--- src/common/pfs_pkg.sv ---
// Purpose: Shared constants and types for the pin function select block
// Assumes: Avalon-MM register bus with 32-bit data, one word per register
// Notes: Offsets are byte addresses

package pfs_pkg;
   // Register byte offsets
   localparam logic [4:0] OFS_PB_LOW = 5'h00;
   localparam logic [4:0] OFS_PB_HIGH = 5'h04;
   localparam logic [4:0] OFS_PC_LOW = 5'h08;
   localparam logic [4:0] OFS_PC_HIGH = 5'h0C;
   localparam logic [4:0] OFS_PD = 5'h10;
   localparam logic [4:0] OFS_IN_SRC = 5'h14;
   localparam logic [4:0] OFS_PORT_DATA = 5'h18;
   localparam logic [4:0] OFS_PORT_DIR = 5'h1C;
   // Reset values
   localparam logic [7:0] SEL_RESET = 8'h00;
   localparam logic [7:0] PORT_RESET = 8'hFF;
   // Implemented bits of the six-bit select registers
   localparam logic [7:0] SIX_BIT_MASK = 8'h3F;
   // Field positions inside input_source_select
   localparam int IRQ1_SRC_BIT = 5;
   localparam int IRQ0_SRC_BIT = 4;
   localparam int SDI_SRC_BIT = 3;
   localparam int SCK_SRC_BIT = 2;
   localparam int CS_SRC_BIT = 1;
   localparam int RX_SRC_BIT = 0;
   // Function codes of a two-bit select field
   localparam logic [1:0] FN_GPIO = 2'h0;
   localparam logic [1:0] FN_ALT1 = 2'h1;
   localparam logic [1:0] FN_ALT2 = 2'h2;
   localparam logic [1:0] FN_ALT3 = 2'h3;

   // Bus request group
   typedef struct packed {
      logic [4:0] address;
      logic read;
      logic write;
      logic [31:0] writedata;
      logic [3:0] byteenable;
   } pfs_req_t;

   // Peripheral outputs that may reach pins
   typedef struct packed {
      logic ctOut;
      logic stOut;
      logic ptOut;
      logic clkOut;
      logic uartTx;
      logic sdo;
      logic sckOut;
      logic sckOe;
      logic sdaOut;
      logic sdaOe;
   } pfs_periph_t;

   // Inputs routed back to peripherals
   typedef struct packed {
      logic irq0;
      logic irq1;
      logic stClk;
      logic sdi;
      logic sck;
      logic cs;
      logic uartRx;
   } pfs_route_t;
endpackage : pfs_pkg

--- src/rtl/pfs_pin_select.sv ---
// Purpose: Pin function multiplexer for ports B, C and D
// Assumes: Avalon-MM slave, answers reads and writes one cycle late
// Notes: Peripherals themselves live outside this block
//
// Contract
// - PB3 select: gpio, compact timer, lcd11, an7
// - PB2 select: gpio/timer clock, timer, lcd10, an2
// - PB1 select: gpio/irq1, lcd9, an1, xtal2
// - PB0 select: gpio/irq0, lcd8, an0, xtal1
// - Unimplemented bits 7..6 read zero
// - PB6 select: gpio, sck, comparator plus, lcd14
// - PB5 select: gpio, chip select, comparator minus, lcd13
// - PB4 select: gpio, clock out, lcd12, an8
// - PC3 select: gpio, gpio, sdo, lcd18
// - PC2 select: gpio, gpio, sdo, lcd17
// - PC1 select: gpio, uart rx, lcd16, high_speed_crystal_pin2
// - PC0 select: gpio, uart tx, lcd15, high_speed_crystal_pin1
// - PC6 select: gpio, gpio, chip select, lcd21
// - PC5/PC4 select: gpio, gpio, sck/sda, lcd
// - PD3 select: gpio, compact timer, seg25, an9
// - PD2 select: gpio, uart tx, seg24, an10
// - PD1 select: gpio, uart rx, seg23, an11
// - PD0 select: gpio, gpio, periodic timer, seg22
// - Irq sources pick port B or A
// - Serial input sources pick first or second pin
// - Port data and direction reset to ones
// - Port A falling edge wakes sleeping device
`timescale 1ns/100ps

module pfs_pin_select (
   input wire logic core_clk,
   input wire logic rst_n,
   input wire logic [4:0] avs_address,
   input wire logic avs_read,
   input wire logic avs_write,
   input wire logic [31:0] avs_writedata,
   input wire logic [3:0] avs_byteenable,
   output logic [31:0] avs_readdata,
   output logic avs_waitrequest,
   input wire logic [7:0] portAIn,
   input wire logic [6:0] portBIn,
   input wire logic [6:0] portCIn,
   input wire logic [3:0] portDIn,
   output logic [6:0] portBOut,
   output logic [6:0] portBOe,
   output logic [6:0] portCOut,
   output logic [6:0] portCOe,
   output logic [3:0] portDOut,
   output logic [3:0] portDOe,
   output logic [6:0] portBAnalog,
   output logic [6:0] portCAnalog,
   output logic [3:0] portDAnalog,
   input wire pfs_pkg::pfs_periph_t periph,
   output pfs_pkg::pfs_route_t route,
   input wire logic [7:0] wakeEnable,
   input wire logic lowPower,
   output logic wakeUp
);
   // Bus handshake states
   typedef enum logic [0:0] {
      BUS_IDLE = 1'b0,
      BUS_ACK = 1'b1
   } pfs_bus_t;

   // All module state in one struct
   typedef struct packed {
      pfs_bus_t bus;
      logic [7:0] pbLow;
      logic [7:0] pbHigh;
      logic [7:0] pcLow;
      logic [7:0] pcHigh;
      logic [7:0] pdSel;
      logic [7:0] inSrc;
      logic [23:0] portData; // D,C,B data bytes
      logic [23:0] portDir;  // Ones mean input
      logic [31:0] rdata;
   } pfs_state_t;

   pfs_state_t st;
   pfs_state_t next_st;

   // Two-bit field of a select register
   function automatic logic [1:0] field(input logic [7:0] r,
                                        input int pin);
      field = r[2*pin +: 2];
   endfunction : field

   // Write byte lane zero under byte enable
   function automatic logic [7:0] lane0(input logic [7:0] old,
                                        input logic [31:0] wd,
                                        input logic [3:0] be);
      lane0 = be[0] ? wd[7:0] : old;
   endfunction : lane0

   // Bus and register next state
   always_comb begin
      next_st = st;
      next_st.bus = BUS_IDLE;
      if (avs_read || avs_write) begin
         next_st.bus = st.bus == BUS_IDLE ? BUS_ACK : BUS_IDLE;
         next_st.rdata = 32'h0000_0000;
         if (avs_address == pfs_pkg::OFS_PB_LOW) begin
            next_st.rdata[7:0] = st.pbLow;
            if (avs_write && st.bus == BUS_ACK) begin
               next_st.pbLow = lane0(st.pbLow, avs_writedata,
                                     avs_byteenable);
            end
         end else if (avs_address == pfs_pkg::OFS_PB_HIGH) begin
            next_st.rdata[7:0] = st.pbHigh;
            if (avs_write && st.bus == BUS_ACK) begin
               next_st.pbHigh = lane0(st.pbHigh, avs_writedata,
                  avs_byteenable) & pfs_pkg::SIX_BIT_MASK;
            end
         end else if (avs_address == pfs_pkg::OFS_PC_LOW) begin
            next_st.rdata[7:0] = st.pcLow;
            if (avs_write && st.bus == BUS_ACK) begin
               next_st.pcLow = lane0(st.pcLow, avs_writedata,
                                     avs_byteenable);
            end
         end else if (avs_address == pfs_pkg::OFS_PC_HIGH) begin
            next_st.rdata[7:0] = st.pcHigh;
            if (avs_write && st.bus == BUS_ACK) begin
               next_st.pcHigh = lane0(st.pcHigh, avs_writedata,
                  avs_byteenable) & pfs_pkg::SIX_BIT_MASK;
            end
         end else if (avs_address == pfs_pkg::OFS_PD) begin
            next_st.rdata[7:0] = st.pdSel;
            if (avs_write && st.bus == BUS_ACK) begin
               next_st.pdSel = lane0(st.pdSel, avs_writedata,
                                     avs_byteenable);
            end
         end else if (avs_address == pfs_pkg::OFS_IN_SRC) begin
            next_st.rdata[7:0] = st.inSrc;
            if (avs_write && st.bus == BUS_ACK) begin
               next_st.inSrc = lane0(st.inSrc, avs_writedata,
                  avs_byteenable) & pfs_pkg::SIX_BIT_MASK;
            end
         end else if (avs_address == pfs_pkg::OFS_PORT_DATA) begin
            next_st.rdata[23:0] = st.portData;
            if (avs_write && st.bus == BUS_ACK) begin
               for (int i = 0; i < 3; i++) begin
                  if (avs_byteenable[i]) begin
                     next_st.portData[8*i +: 8] = avs_writedata[8*i +: 8];
                  end
               end
            end
         end else if (avs_address == pfs_pkg::OFS_PORT_DIR) begin
            next_st.rdata[23:0] = st.portDir;
            if (avs_write && st.bus == BUS_ACK) begin
               for (int i = 0; i < 3; i++) begin
                  if (avs_byteenable[i]) begin
                     next_st.portDir[8*i +: 8] = avs_writedata[8*i +: 8];
                  end
               end
            end
         end else begin
            // Unmapped: read zero, write ignored
            next_st.rdata = 32'h0000_0000;
         end
      end
   end

   // State register
   always_ff @(posedge core_clk) begin
      if (!rst_n) begin
         st.bus <= BUS_IDLE;
         st.pbLow <= pfs_pkg::SEL_RESET;
         st.pbHigh <= pfs_pkg::SEL_RESET;
         st.pcLow <= pfs_pkg::SEL_RESET;
         st.pcHigh <= pfs_pkg::SEL_RESET;
         st.pdSel <= pfs_pkg::SEL_RESET;
         st.inSrc <= pfs_pkg::SEL_RESET;
         st.portData <= {3{pfs_pkg::PORT_RESET}};
         st.portDir <= {3{pfs_pkg::PORT_RESET}};
         st.rdata <= 32'h0000_0000;
      end else begin
         st <= next_st;
      end
   end

   // Bus answer: wait one cycle, then release
   assign avs_waitrequest = (avs_read || avs_write) && st.bus == BUS_IDLE;
   assign avs_readdata = st.rdata;

   // Port B pin routing
   always_comb begin
      logic [1:0] f;
      f = 2'h0;
      portBOut = st.portData[6:0];
      portBOe = ~st.portDir[6:0];
      portBAnalog = 7'h00;
      // PB0 and PB1 gpio or analog/crystal
      for (int p = 0; p < 2; p++) begin
         f = field(st.pbLow, p);
         if (f != pfs_pkg::FN_GPIO) begin
            portBOe[p] = 1'b0;
            portBAnalog[p] = 1'b1;
         end
      end
      // PB2 standard timer
      f = field(st.pbLow, 2);
      if (f == pfs_pkg::FN_ALT1) begin
         portBOut[2] = periph.stOut;
         portBOe[2] = 1'b1;
      end else if (f != pfs_pkg::FN_GPIO) begin
         portBOe[2] = 1'b0;
         portBAnalog[2] = 1'b1;
      end
      // PB3 compact timer
      f = field(st.pbLow, 3);
      if (f == pfs_pkg::FN_ALT1) begin
         portBOut[3] = periph.ctOut;
         portBOe[3] = 1'b1;
      end else if (f != pfs_pkg::FN_GPIO) begin
         portBOe[3] = 1'b0;
         portBAnalog[3] = 1'b1;
      end
      // PB4 clock output
      f = field(st.pbHigh, 0);
      if (f == pfs_pkg::FN_ALT1) begin
         portBOut[4] = periph.clkOut;
         portBOe[4] = 1'b1;
      end else if (f != pfs_pkg::FN_GPIO) begin
         portBOe[4] = 1'b0;
         portBAnalog[4] = 1'b1;
      end
      // PB5 chip select input, comparator, lcd
      f = field(st.pbHigh, 1);
      if (f == pfs_pkg::FN_ALT1) begin
         portBOe[5] = 1'b0;
      end else if (f != pfs_pkg::FN_GPIO) begin
         portBOe[5] = 1'b0;
         portBAnalog[5] = 1'b1;
      end
      // PB6 serial clock
      f = field(st.pbHigh, 2);
      if (f == pfs_pkg::FN_ALT1) begin
         portBOut[6] = periph.sckOut;
         portBOe[6] = periph.sckOe;
      end else if (f != pfs_pkg::FN_GPIO) begin
         portBOe[6] = 1'b0;
         portBAnalog[6] = 1'b1;
      end
   end

   // Port C pin routing
   always_comb begin
      logic [1:0] f;
      f = 2'h0;
      portCOut = st.portData[14:8];
      portCOe = ~st.portDir[14:8];
      portCAnalog = 7'h00;
      // PC0 uart tx, PC1 uart rx
      f = field(st.pcLow, 0);
      if (f == pfs_pkg::FN_ALT1) begin
         portCOut[0] = periph.uartTx;
         portCOe[0] = 1'b1;
      end else if (f != pfs_pkg::FN_GPIO) begin
         portCOe[0] = 1'b0;
         portCAnalog[0] = 1'b1;
      end
      f = field(st.pcLow, 1);
      if (f == pfs_pkg::FN_ALT1) begin
         portCOe[1] = 1'b0;
      end else if (f != pfs_pkg::FN_GPIO) begin
         portCOe[1] = 1'b0;
         portCAnalog[1] = 1'b1;
      end
      // PC2 and PC3 serial data out; 00 and 01 both gpio
      for (int p = 2; p < 4; p++) begin
         f = field(st.pcLow, p);
         if (f == pfs_pkg::FN_ALT2) begin
            portCOut[p] = periph.sdo;
            portCOe[p] = 1'b1;
         end else if (f == pfs_pkg::FN_ALT3) begin
            portCOe[p] = 1'b0;
            portCAnalog[p] = 1'b1;
         end
      end
      // PC4 sda, PC5 sck, PC6 chip select
      f = field(st.pcHigh, 0);
      if (f == pfs_pkg::FN_ALT2) begin
         portCOut[4] = periph.sdaOut;
         portCOe[4] = periph.sdaOe;
      end else if (f == pfs_pkg::FN_ALT3) begin
         portCOe[4] = 1'b0;
         portCAnalog[4] = 1'b1;
      end
      f = field(st.pcHigh, 1);
      if (f == pfs_pkg::FN_ALT2) begin
         portCOut[5] = periph.sckOut;
         portCOe[5] = periph.sckOe;
      end else if (f == pfs_pkg::FN_ALT3) begin
         portCOe[5] = 1'b0;
         portCAnalog[5] = 1'b1;
      end
      f = field(st.pcHigh, 2);
      if (f == pfs_pkg::FN_ALT2) begin
         portCOe[6] = 1'b0;
      end else if (f == pfs_pkg::FN_ALT3) begin
         portCOe[6] = 1'b0;
         portCAnalog[6] = 1'b1;
      end
   end

   // Port D pin routing
   always_comb begin
      logic [1:0] f;
      f = 2'h0;
      portDOut = st.portData[19:16];
      portDOe = ~st.portDir[19:16];
      portDAnalog = 4'h0;
      // PD0 periodic timer; 00 and 01 both gpio
      f = field(st.pdSel, 0);
      if (f == pfs_pkg::FN_ALT2) begin
         portDOut[0] = periph.ptOut;
         portDOe[0] = 1'b1;
      end else if (f == pfs_pkg::FN_ALT3) begin
         portDOe[0] = 1'b0;
         portDAnalog[0] = 1'b1;
      end
      // PD1 uart rx
      f = field(st.pdSel, 1);
      if (f != pfs_pkg::FN_GPIO) begin
         portDOe[1] = 1'b0;
         portDAnalog[1] = (f != pfs_pkg::FN_ALT1);
      end
      // PD2 uart tx
      f = field(st.pdSel, 2);
      if (f == pfs_pkg::FN_ALT1) begin
         portDOut[2] = periph.uartTx;
         portDOe[2] = 1'b1;
      end else if (f != pfs_pkg::FN_GPIO) begin
         portDOe[2] = 1'b0;
         portDAnalog[2] = 1'b1;
      end
      // PD3 compact timer
      f = field(st.pdSel, 3);
      if (f == pfs_pkg::FN_ALT1) begin
         portDOut[3] = periph.ctOut;
         portDOe[3] = 1'b1;
      end else if (f != pfs_pkg::FN_GPIO) begin
         portDOe[3] = 1'b0;
         portDAnalog[3] = 1'b1;
      end
   end

   // Input source routing to peripherals
   always_comb begin
      route.irq1 = st.inSrc[pfs_pkg::IRQ1_SRC_BIT] ? portAIn[2]
                                                  : portBIn[1];
      route.irq0 = st.inSrc[pfs_pkg::IRQ0_SRC_BIT] ? portAIn[1]
                                                  : portBIn[0];
      route.sdi = st.inSrc[pfs_pkg::SDI_SRC_BIT] ? portAIn[3]
                                                : portCIn[4];
      route.sck = st.inSrc[pfs_pkg::SCK_SRC_BIT] ? portBIn[6]
                                                : portCIn[5];
      route.cs = st.inSrc[pfs_pkg::CS_SRC_BIT] ? portBIn[5]
                                              : portCIn[6];
      route.uartRx = st.inSrc[pfs_pkg::RX_SRC_BIT] ? portCIn[1]
                                                  : portDIn[1];
      route.stClk = portBIn[2];
   end

   // Port A wake detector
   pfs_wake_detect u_wake (
      .core_clk(core_clk),
      .rst_n(rst_n),
      .portAIn(portAIn),
      .wakeEnable(wakeEnable),
      .lowPower(lowPower),
      .wakeUp(wakeUp)
   );
endmodule : pfs_pin_select

--- src/rtl/pfs_wake_detect.sv ---
// Purpose: Port A falling-edge wake detector
// Assumes: Port A inputs synchronous to core_clk
// Notes: Wake pulse only while the core sleeps or idles
`timescale 1ns/100ps

module pfs_wake_detect (
   input wire logic core_clk,
   input wire logic rst_n,
   input wire logic [7:0] portAIn,
   input wire logic [7:0] wakeEnable,
   input wire logic lowPower,
   output logic wakeUp
);
   // All state in one struct
   typedef struct packed {
      logic [7:0] lastA;
      logic wake;
   } pfs_wake_state_t;

   pfs_wake_state_t st;
   pfs_wake_state_t next_st;

   // Next state: catch high-to-low on enabled pins
   always_comb begin
      next_st = st;
      next_st.lastA = portAIn;
      next_st.wake = lowPower &&
         (|(st.lastA & ~portAIn & wakeEnable));
   end

   // State register
   always_ff @(posedge core_clk) begin
      if (!rst_n) begin
         // Load the live pins so a low pin is not taken for a fall
         st <= '{lastA: portAIn, wake: 1'b0};
      end else begin
         st <= next_st;
      end
   end

   assign wakeUp = st.wake;
endmodule : pfs_wake_detect

--- config.mk ---
export PLATFORM = sky130hd
export DESIGN_NAME = pfs_pin_select
export DESIGN_NICKNAME = d
export VERILOG_FILES = /design/src/common/pfs_pkg.sv /design/src/rtl/pfs_pin_select.sv /design/src/rtl/pfs_wake_detect.sv
export SDC_FILE = /design/constraint.sdc
export NUM_CORES = 1
export LEC_CHECK = 0
export BUFFER_PORTS_ARGS = -buffer_cell sky130_fd_sc_hd__buf_2
export CAP_MARGIN = 20
export CORE_MARGIN = 3
export CORE_UTILIZATION = 30
export CTS_CLUSTER_SIZE = 12
export DETAILED_ROUTE_END_ITERATION = 10
export HOLD_SLACK_MARGIN = 0.03
export PLACE_DENSITY = 0.5
export REMOVE_ABC_BUFFERS = 1
export SLEW_MARGIN = 30
export SYNTH_ARGS = -nofsm -noshare
export SYNTH_HDL_FRONTEND = slang
export SYNTH_HIERARCHICAL = 1
export SYNTH_SLANG_ARGS = --single-unit
--- constraint.sdc ---
create_clock -name core_clk -period 5 [get_ports core_clk]
set_input_delay 0.5 -clock core_clk [delete_from_list [all_inputs] [get_ports core_clk]]
set_output_delay 0.5 -clock core_clk [all_outputs]
set_load 0.01 [all_outputs]
Word level (Yosys, flattened, before mapping)
Cells that the tools add are included.
{"block": "classes", "magnitude_cmp": 0, "n_div": 0, "n_bitwise": 14, "addsub": 0, "eq_ne": 29, "n_reduce_logical": 31, "mux": 99, "mul": 0, "shift": 0}
{"operator": "$mux W24", "count": 8}
{"operator": "$mux W1", "count": 85}
{"operator": "$mux W8", "count": 6}
{"operator": "$reduce_and A11 Y1", "count": 3}
{"operator": "$reduce_and A10 Y1", "count": 3}
{"operator": "$eq A2 B2 Y1 const B", "count": 12}
{"operator": "$reduce_bool A2 Y1", "count": 12}
{"operator": "$eq A5 B5 Y1 const B", "count": 4}
{"operator": "$eq A2 B1 Y1 const B", "count": 9}
{"operator": "$and A8 B8 Y8", "count": 2}
{"operator": "$not A7 Y7", "count": 2}
{"operator": "$eq A5 B4 Y1 const B", "count": 2}
{"operator": "$reduce_and A9 Y1", "count": 1}
{"operator": "$not A1 Y1", "count": 8}
{"operator": "$not A8 Y8", "count": 1}
{"operator": "$reduce_and A8 Y1", "count": 1}
{"operator": "$reduce_or A8 Y1", "count": 1}
{"operator": "$reduce_and A7 Y1", "count": 1}
{"operator": "$reduce_and A6 Y1", "count": 1}
{"operator": "$eq A5 B3 Y1 const B", "count": 1}
{"operator": "$logic_not A5 Y1", "count": 1}
{"operator": "$reduce_and A5 Y1", "count": 1}
{"operator": "$not A4 Y4", "count": 1}
{"operator": "$reduce_and A4 Y1", "count": 1}
{"operator": "4 further kinds", "count": 6}
{"block": "totals", "ramBits": 0, "out_inout_bits": 95, "mem_count": 0, "rom_bits": 0, "in_bits": 90, "latchBits": 0, "reg_bits": 132}

Longest topological paths before layout
Gate-level depths: netlist (run 1).
{"block": "logic_depth", "word_depth": 9, "ltp_mapped": 8}

Modules after synthesis
The synthesis (run 1) kept the hierarchy.
{"mod": "pfs_pin_select", "area_each_um2": 5681.7, "n_inst": 1, "cells_per_inst": 681}
{"mod": "pfs_wake_detect", "area_each_um2": 252.7, "n_inst": 1, "cells_per_inst": 23}

Worst setup path after synthesis (run 1)
No wires, ideal clock.
{"block": "synth_timing", "kind": "input-to-reg", "startpoint": "input port avs_address[1]", "endpoint": "register st (netlist bit portCOut[1])", "t_arrival_ps": 1709, "stages": 5, "required_time_ps": 4871, "setup_ps": 129, "slack_ps": 3161, "cell_sequence": "or3b_1 > buf_6 > nor3_4 > mux2i_1 > nand2_1"}
{"block": "synth_via", "elab_chain_len": 3, "elab_cells_between_ends": 14, "classes_between": "eq/ne (6); bitwise (6); reduce/logical (2)"}
{"element": "start, declared", "line_no": "pfs_pin_select.sv:33", "source": "input wire logic [4:0] avs_address,"}
{"element": "$eq A5 B5 Y1, or another cell as far along", "line_no": "pfs_pin_select.sv:132", "source": "end else if (avs_address == pfs_pkg::OFS_IN_SRC) begin"}
{"element": "$not A1 Y1 (no line)"}
{"element": "$reduce_and A10 Y1 (no line) *"}
{"element": "end signal, assigned", "line_no": "pfs_pin_select.sv:177", "source": "st <= next_st;"}
{"element": "end, declared", "line_no": "pfs_pin_select.sv:79", "source": "pfs_state_t st;"}
Mark *: on every way between the ends. The rest lies on a longest branch, timed or not.
A chain may end at the register's enable or synchronous reset.

Worst setup path in the final report (run 1)
{"block": "layout_timing", "startpoint": "input port avs_address[4]", "endpoint": "register st (netlist bit avs_readdata[16])"}
{"block": "layout_via", "elab_chain_len": 9, "elab_cells_between_ends": 16, "classes_between": "eq/ne (7); mux (8); reduce/logical (1)"}
{"element": "$eq A5 B5 Y1", "line_no": "pfs_pin_select.sv:147", "source": "end else if (avs_address == pfs_pkg::OFS_PORT_DIR) begin"}
{"element": "$mux W24", "line_no": "pfs_pin_select.sv:147"}
{"element": "$mux W24", "line_no": "pfs_pin_select.sv:138", "source": "end else if (avs_address == pfs_pkg::OFS_PORT_DATA) begin"}
{"element": "$mux W24", "line_no": "pfs_pin_select.sv:132"}
{"element": "$mux W24", "line_no": "pfs_pin_select.sv:126", "source": "end else if (avs_address == pfs_pkg::OFS_PD) begin"}
{"element": "$mux W24", "line_no": "pfs_pin_select.sv:120", "source": "end else if (avs_address == pfs_pkg::OFS_PC_HIGH) begin"}
{"element": "$mux W24", "line_no": "pfs_pin_select.sv:114", "source": "end else if (avs_address == pfs_pkg::OFS_PC_LOW) begin"}
{"element": "$mux W24", "line_no": "pfs_pin_select.sv:108", "source": "end else if (avs_address == pfs_pkg::OFS_PB_HIGH) begin"}
{"element": "$mux W24 *", "line_no": "pfs_pin_select.sv:102", "source": "if (avs_address == pfs_pkg::OFS_PB_LOW) begin"}
Marked as above.

==> metrics.txt, run 1 <==
Total GRT Usage=0.1791; final cycle utilization of the critical path=0.4297; most common cell after layout, fill and taps aside=buf_2; Arr. time, crit path=around 2500 ps; drt pass-1 iters=5; final worst clock skew=11.18 ps; synth warn=6; post-cts sizing count=0; Critical Path End Type=flip-flop; starting density of the core=0.3110; layout cells sized above 1=0.2780; wire length per cell=~18 µm; cell total after placement=approximately 1,000; post-route cell area=7241 µm²; NetSw=582.0 µW; setup tns final=0 ps; Seq pwr share=0.404; Max-Cap Viols=0; DP Wirelength=between 10,000 and 15,000 µm; DR vias=roughly 5,300; Final Wtd Congestion=roughly 0.77; Ports=approximately 190; Synth cell types=47; slew margin rel.=0.4148; startpoint types=primary input; area delta synth->final=22.01%; vias per cell=approximately 4.9; diode count=0; FMAX=465.5 MHz; Post-route DRC=0; P_leak=just over 3 nW; syn_area_per_cell=between 8 and 9 µm²; Clock Power Share=0.531; vias in the first global route=5,067; initial antenna violation count=0; Routed WL=~19,000 µm; Max Slew Vio Count=0; worst vdd ir=between 0.2 and 0.25 mV; Final Non-Filler Cells=1,073; clk buf depth=2; Clock Latency Late Sink=420 ps; grt total ovfl=0; endpoints failing hold=0; H-tree depth=4; Final setup viols=0; clock root cell=clkbuf_16; WS Path Type=primary input to flip-flop; Yosys reg bits=124; hold path cells=1; post-CTS setup buffer count=0; P_int=1.905 mW; Rows=50; CORE AREA=19,080 µm²; sequential fraction of the synthesis area=0.4183; CTS tree=done; Cells after Synth=around 700; CP required=5330 ps; Min Clock Period, post-route=2148 ps; post-route ant nets=0; clk sinks=~120; setup ws final=between 2000 and 3000 ps; final core utilization=0.3795; global-route wire length before repair=roughly 30,000 µm; nets@finish=between 800 and 900; die outline width=~150 µm; DIE HEIGHT=approximately 150 µm; cell area after synthesis=slightly below 6000 µm²; actual slew at the worst max-slew pin=873.1 ps; Combinational Power Share=0.065; hold buffers post-CTS=0; cts bufs inserted=17; hold crit path type=primary input to flip-flop; die area=about 22,000 µm²; dpl cell area=around 6600 µm²; worst slack at placement=roughly 2500 ps; WHS=188.9 ps; PwrDens=between 300 and 400 nW/µm²; Pwr Total=2.487 mW; 1st-iter DRT viols=336; CP max FO=17; RSZ-0062 raised after global routing=false; status=finished clean; R2R depth=4; most frequent cells in the layout=buf_2, nand2_1, dfxtp_1; Worst-path clk slew=60 ps; port bufs=about 160; Sw Ratio=0.2341; largest net degree at the start of global routing=58
final cells by class:
cell class / count / area, µm²
clock buffers: 19 / 442.9
clock inverters: 13 / 190.2
fillers: 1996 / 11840
inverters: 13 / 48.80
multi-input cells: 482 / 2928
flip-flops and latches: 124 / 2482
well taps: 260 / 325.3
repair buffers: 162 / 823.3
cells by family after synthesis:
family | count (synthesis) | share of synthesized area
AO/OA/AOI/OAI | 101 | 0.09888
buffers and inverters | 105 | 0.09593
AND/OR/NAND/NOR | 291 | 0.2330
other | 1 | 0.0006319
flip-flops | 124 | 0.4183
multiplexers | 82 | 0.1533
worst paths after layout:
check                        start          endpoint  slack (ps)
setup reg to reg           st[128]            st[97]        2880
hold / removal          portAIn[0]      u_wake/st[1]         190
hold reg to reg   avs_readdata[10]  avs_readdata[10]         450
setup / recovery    avs_address[4]  avs_readdata[16]        2850
flip-flops by register name, summed over array words and instances, names as in the netlist:
signal	count
portDOut	1
avs_readdata	24
portBOut	3
u_wake/st	8
u_wake/wakeUp	1
portCOut	2
st	85
critical path: stages:
cell	delay (ps)
buf_2	300
or3b_1	620
nor2_1	710
nand3_1	150
a31oi_1	190
power groups by stage:
stage | registers, mW | logic (mW) | clock network (mW)
2_1_floorplan | 1.03 | 0.0616 | 0
3_3_place_gp | 1.03 | 0.161 | 0
3_5_place_dp | 1.03 | 0.162 | 0
4_1_cts | 1.01 | 0.163 | 1.34
5_1_grt | 1.01 | 0.175 | 1.39
6_report | 1.01 | 0.161 | 1.32
metal layers:
layer / track usage / up-vias / routed length, µm
li1: - / 2562 / -
met1: 0.2338 / 2501 / 8620
met2: 0.2966 / 181 / 9355
met3: 0.04314 / 18 / 1172
met4: 0.04798 / 0 / 219
met5: 0 / - / 0
cells in the mapped netlist (all sizes together):
master,instances,area [µm²]
conb,1,3.750
mux4,6,135.1
a22oi,1,7.510
and2,11,68.82
a221oi,1,8.760
or3b,1,8.760
clkinv,1,3.750
clkbuf,41,153.9
nor4b,1,15.01
nand3,58,295.3
mux2,11,123.9
buf,51,366.6
a21oi,44,220.2
nor3,13,126.4
or3,3,18.77
mux2i,65,650.6
nor3b,1,7.510
a21o,7,52.55
o41ai,1,8.760
a311oi,1,8.760
o211ai,3,22.52
a311o,1,10.01
o311a,1,10.01
nand3b,10,75.07
nor2b,5,31.28
and3,4,25.02
a31oi,11,68.82
or2,5,31.28
nor2,40,150.1
o311ai,1,8.760
a211oi,3,22.52
o22ai,3,18.77
a32oi,1,8.760
o21ai,22,110.1
nand2b,1,6.260
nand4,2,12.51
nand2,136,510.5
inv,12,45.04
dfxtp,124,2482
Note: power is estimated with default switching activity, not from simulation.
==> run 2, diff against run 1 <==
- PLACE_DENSITY: 0.5 -> 0.51
- clock period: 5 -> 1.8 ns (I/O delays scaled with it)
==> metrics.txt, run 2 (synthesized netlist as in run 1, its figures left out) <==
Rows=50; initial antenna violation count=1; most common cell after layout, fill and taps aside=buf_2; Critical Path End Type=primary output; nets@finish=a little under 1,000; status=finished clean; clk sinks=between 100 and 150; DR vias=between 5,000 and 6,000; slowest cell on the critical path=dfxtp_1; Max Slew Vio Count=0; CTS tree=done; post-cts sizing count=0; Final setup viols=0; clk buf depth=2; Total GRT Usage=0.1841; CP max stage delay=390 ps; setup tns final=0 ps; DIE HEIGHT=between 100 and 150 µm; cts bufs inserted=17; Clock Latency Late Sink=about 410 ps; Pwr Total=~6.8 mW; Ports=roughly 190; CORE AREA=~19,000 µm²; final worst clock skew=~5.6 ps; endpoints failing hold=0; CP required=~1600 ps; hold crit path type=primary input to flip-flop; P_leak=approximately 3.4 nW; Min Clock Period, post-route=1691 ps; Worst-path clk slew=around 60 ps; die outline width=~150 µm; CP cell instances=nor2b_1 -> mux2_2 -> buf_2; Biggest register=st; slew margin rel.=0.5991; post-route ant nets=0; hold path cells=3; final cycle utilization of the critical path=0.9394; Arr. time, crit path=about 1500 ps; Final Wtd Congestion=a little under 0.8; cell total after placement=about 1,100; wire length per cell=around 17 µm; CP max FO=5; Final Non-Filler Cells=between 1,000 and 1,500; global-route wire length before repair=30,680 µm; most frequent cells in the layout=buf_2, nand2_1, dfxtp_1; drt pass-1 iters=6; startpoint types=flip-flop; H-tree depth=4; clock root cell=clkbuf_16; grt total ovfl=0; 1st-iter DRT viols=roughly 380; PwrDens=roughly 860 nW/µm²; FMAX=591.4 MHz; port bufs=around 160; post-CTS setup buffer count=0; vias in the first global route=roughly 5,300; area delta synth->final=33.23%; Max-Cap Viols=0; # fillers=approximately 2,000; actual slew at the worst max-slew pin=~600 ps; WS Path Type=flip-flop to primary output; R2R depth=6; Routed WL=between 15,000 and 20,000 µm; hold buffers post-CTS=25; vias per cell=4.716; layout cells sized above 1=0.3077; die area=around 22,000 µm²; Post-route DRC=0; largest net degree at the start of global routing=58; RSZ-0062 raised after global routing=false; Largest register FFs=85; DP Wirelength=14,580 µm; worst vdd ir=0.6383 mV; starting density of the core=0.3110
==> run 2: cell types whose count changed in the layout (fill, tap and decap cells not counted), sizes merged <==
| cell | change |
|---|---|
| dlygate4sd3 | +25 |
| buf | +48 |
| bufinv | -1 |
| diode | +1 |
| clkinv | -1 |
==> run 2: worst max-delay path: cells and delay by family (launching register included) <==
family | cells | cell delay, ps
flip-flops | 1 | 390
AND/OR/NAND/NOR | 1 | 200
multiplexers | 1 | 360
buffers and inverters | 1 | 140
==> run 2: metrics by stage <==
| step | setup WS [ps] | area [µm²] | util | hold slack [ps] |
|---|---|---|---|---|
| 2_1_floorplan | -347.8 | 5440 | - | 207.7 |
| 3_3_place_gp | 77.44 | 7057 | 0.3698 | 300.6 |
| 3_5_place_dp | 44.74 | 7057 | 0.3698 | 299.7 |
| 4_1_cts | 88.71 | 7904 | 0.4142 | 55.66 |
| 5_1_grt | 33.16 | 7906 | 0.4144 | 85.04 |
| 6_report | 109.0 | 7906 | 0.4144 | 88.09 |
==> run 2: routing by layer <==
metal | vias to the layer above | track usage | wire (µm)
met2 | 170 | 0.3021 | 9333
met1 | 2509 | 0.2411 | 8980
li1 | 2704 | - | -
met4 | 0 | 0.05268 | 289
met3 | 17 | 0.04469 | 1070
met5 | - | 0 | 0
==> run 2: cell type report <==
cell class / instances / area [µm²] / area share
Clock inverter: 11 / 143.9 / 0.01820
Inverter: 13 / 48.80 / 0.006172
Multi-Input combinational cell: 482 / 2917 / 0.3689
Timing Repair Buffer: 235 / 1534 / 0.1940
Tap cell: 260 / 325.3 / 0.04115
Antenna cell: 1 / 2.502 / 0.0003165
Clock buffer: 19 / 452.9 / 0.05729
Sequential cell: 124 / 2482 / 0.3140
==> run 2: final timing paths <==
check	end	start	slack, ps
hold / removal	st[38]	avs_writedata[6]	90
setup / recovery	portCOut[5]	st[99]	110
setup reg to reg	st[66]	st[128]	300
hold reg to reg	avs_readdata[11]	avs_readdata[11]	450
==> run 2: power by group <==
part	switching, mW	total [mW]	internal [mW]
Sequential	0.0171	2.79	2.78
Combinational	0.306	0.539	0.234
Clock	1.26	3.49	2.23
==> run 3, diff against run 2 <==
==> constraint.sdc (replaced) <==
create_clock -name core_clk -period 1.8 [get_ports core_clk]
set_input_delay 0.09 -clock core_clk [delete_from_list [all_inputs] [get_ports core_clk]]
set_output_delay 0.09 -clock core_clk [all_outputs]
set_load 0.1 [all_outputs]
==> metrics.txt, run 3 (synthesized netlist as in run 1, its figures left out) <==
Pwr Total=between 7 and 8 mW; Rows=50; nets@finish=roughly 960; actual slew at the worst max-slew pin=~560 ps; initial antenna violation count=2; RSZ-0062 raised after global routing=false; post-route ant nets=0; Multi-input gate area=2919 µm²; storage element area=roughly 2500 µm²; final cycle utilization of the critical path=0.9562; CORE AREA=19,080 µm²; most frequent cells in the layout=buf_2, nand2_1, dfxtp_1; Clock Latency Late Sink=between 400 and 500 ps; FMAX=roughly 580 MHz; die area=~22,000 µm²; Ports=185; Max-Cap Viols=0; 1st-iter DRT viols=374; global-route wire length before repair=around 30,000 µm; most common cell after layout, fill and taps aside=buf_2; wire length per cell=16.87 µm; largest net degree at the start of global routing=44; Min Clock Period, post-route=between 1500 and 2000 ps; endpoints failing hold=0; clk buf depth=2; vias per cell=around 4.7; Routed WL=just under 20,000 µm; Max Slew Vio Count=0; grt total ovfl=0; slew margin rel.=0.6271; starting density of the core=0.3110; WHS=roughly 92 ps; status=finished clean; CP max FO=5; P_leak=about 3.4 nW; Largest register FFs=85; cts bufs inserted=17; vias in the first global route=between 5,000 and 6,000; Final Wtd Congestion=slightly below 0.8; # fillers=around 2,000; clock root cell=clkbuf_16; hold crit path type=primary input to flip-flop; final worst clock skew=between 10 and 15 ps; layout cells sized above 1=0.3002; CTS tree=done; Final setup viols=0; post-CTS setup buffer count=0; worst vdd ir=~0.54 mV; H-tree depth=4; DP Wirelength=14,200 µm; Total GRT Usage=0.1789; WS Path Type=flip-flop to primary output; drt pass-1 iters=5; die outline width=146.6 µm; DIE HEIGHT=roughly 150 µm; startpoint types=flip-flop; Post-route DRC=0; Critical Path End Type=primary output; PwrDens=between 800 and 900 nW/µm²; Arr. time, crit path=between 1500 and 2000 ps; port bufs=around 160; Worst-path clk slew=~60 ps; CP required=between 1500 and 2000 ps; DR vias=5,448; clk sinks=about 120; Biggest register=st; area delta synth->final=33.16%
==> run 3: cell count changes in the layout (fill, tap and decap cells not counted), sizes merged, moves of 2 or more <==
| cell | change |
|---|---|
| dlygate4sd3 | +8 |
| clkinvlp | -3 |
| buf | -9 |
| inv | +5 |
| clkinv | +2 |
==> run 3: per-layer routing <==
metal / wire [µm] / part of all wire / track usage
met1: 8912 / 0.46 / 0.2394
met2: 9138 / 0.47 / 0.2867
met3: 1056 / 0.055 / 0.04345
met4: 256 / 0.013 / 0.05268
met5: 0 / 0 / 0
==> run 3: where the power goes <==
| group | leakage [nW] | internal (mW) | total (mW) | switching, mW |
|---|---|---|---|---|
| Combinational | 2.13 | 0.235 | 0.792 | 0.557 |
| Clock | 0.286 | 2.06 | 3.42 | 1.35 |
| Sequential | 1.01 | 2.78 | 2.79 | 0.0171 |
| Total | 3.42 | 5.07 | 7.00 | 1.93 |
==> run 3: stage by stage <==
stage	setup TNS (ps)	std cells	worst slack (ps)	area (µm²)	util
after floorplan	-18480	619	-1157	5440	-
after global placement	0	1081	139.8	6972	0.3654
after detailed placement	0	1081	128.0	6972	0.3654
after CTS	0	1146	13.26	7888	0.4134
after global routing	0	1148	2.016	7903	0.4142
final	0	1148	78.76	7903	0.4142
==> run 3: final cells by class <==
type | count | share of cell area
clock buffers | 18 | 0.05431
well taps | 260 | 0.04117
inverters | 13 | 0.006175
repair buffers | 235 | 0.1944
multi-input cells | 482 | 0.3694
clock inverters | 14 | 0.01979
diodes | 2 | 0.0006333
flip-flops and latches | 124 | 0.3141
==> run 3: final timing paths <==
kind	startpoint	to	slack (ps)	cells after the start
min reg2reg	avs_readdata[11]	avs_readdata[11]	450	2
max reg2reg	st[128]	st[101]	230	6
min	rst_n	st[45]	90	3
max	st[116]	portBOut[6]	80	3
==> run 3: critical path: stages (launching register included) <==
cell and delay (ps):
dfxtp_1 400, nor2b_1 170, mux2_2 360, clkbuf_4 280
==> run 3: what timing repair did <==
| item | CTS | global route |
|---|---|---|
| setup endpoints to repair | 0 | 4 |
| hold buffers | 33 | 0 |
| hold endpoints to repair | 64 | 0 |
| resized for setup | 0 | 6 |
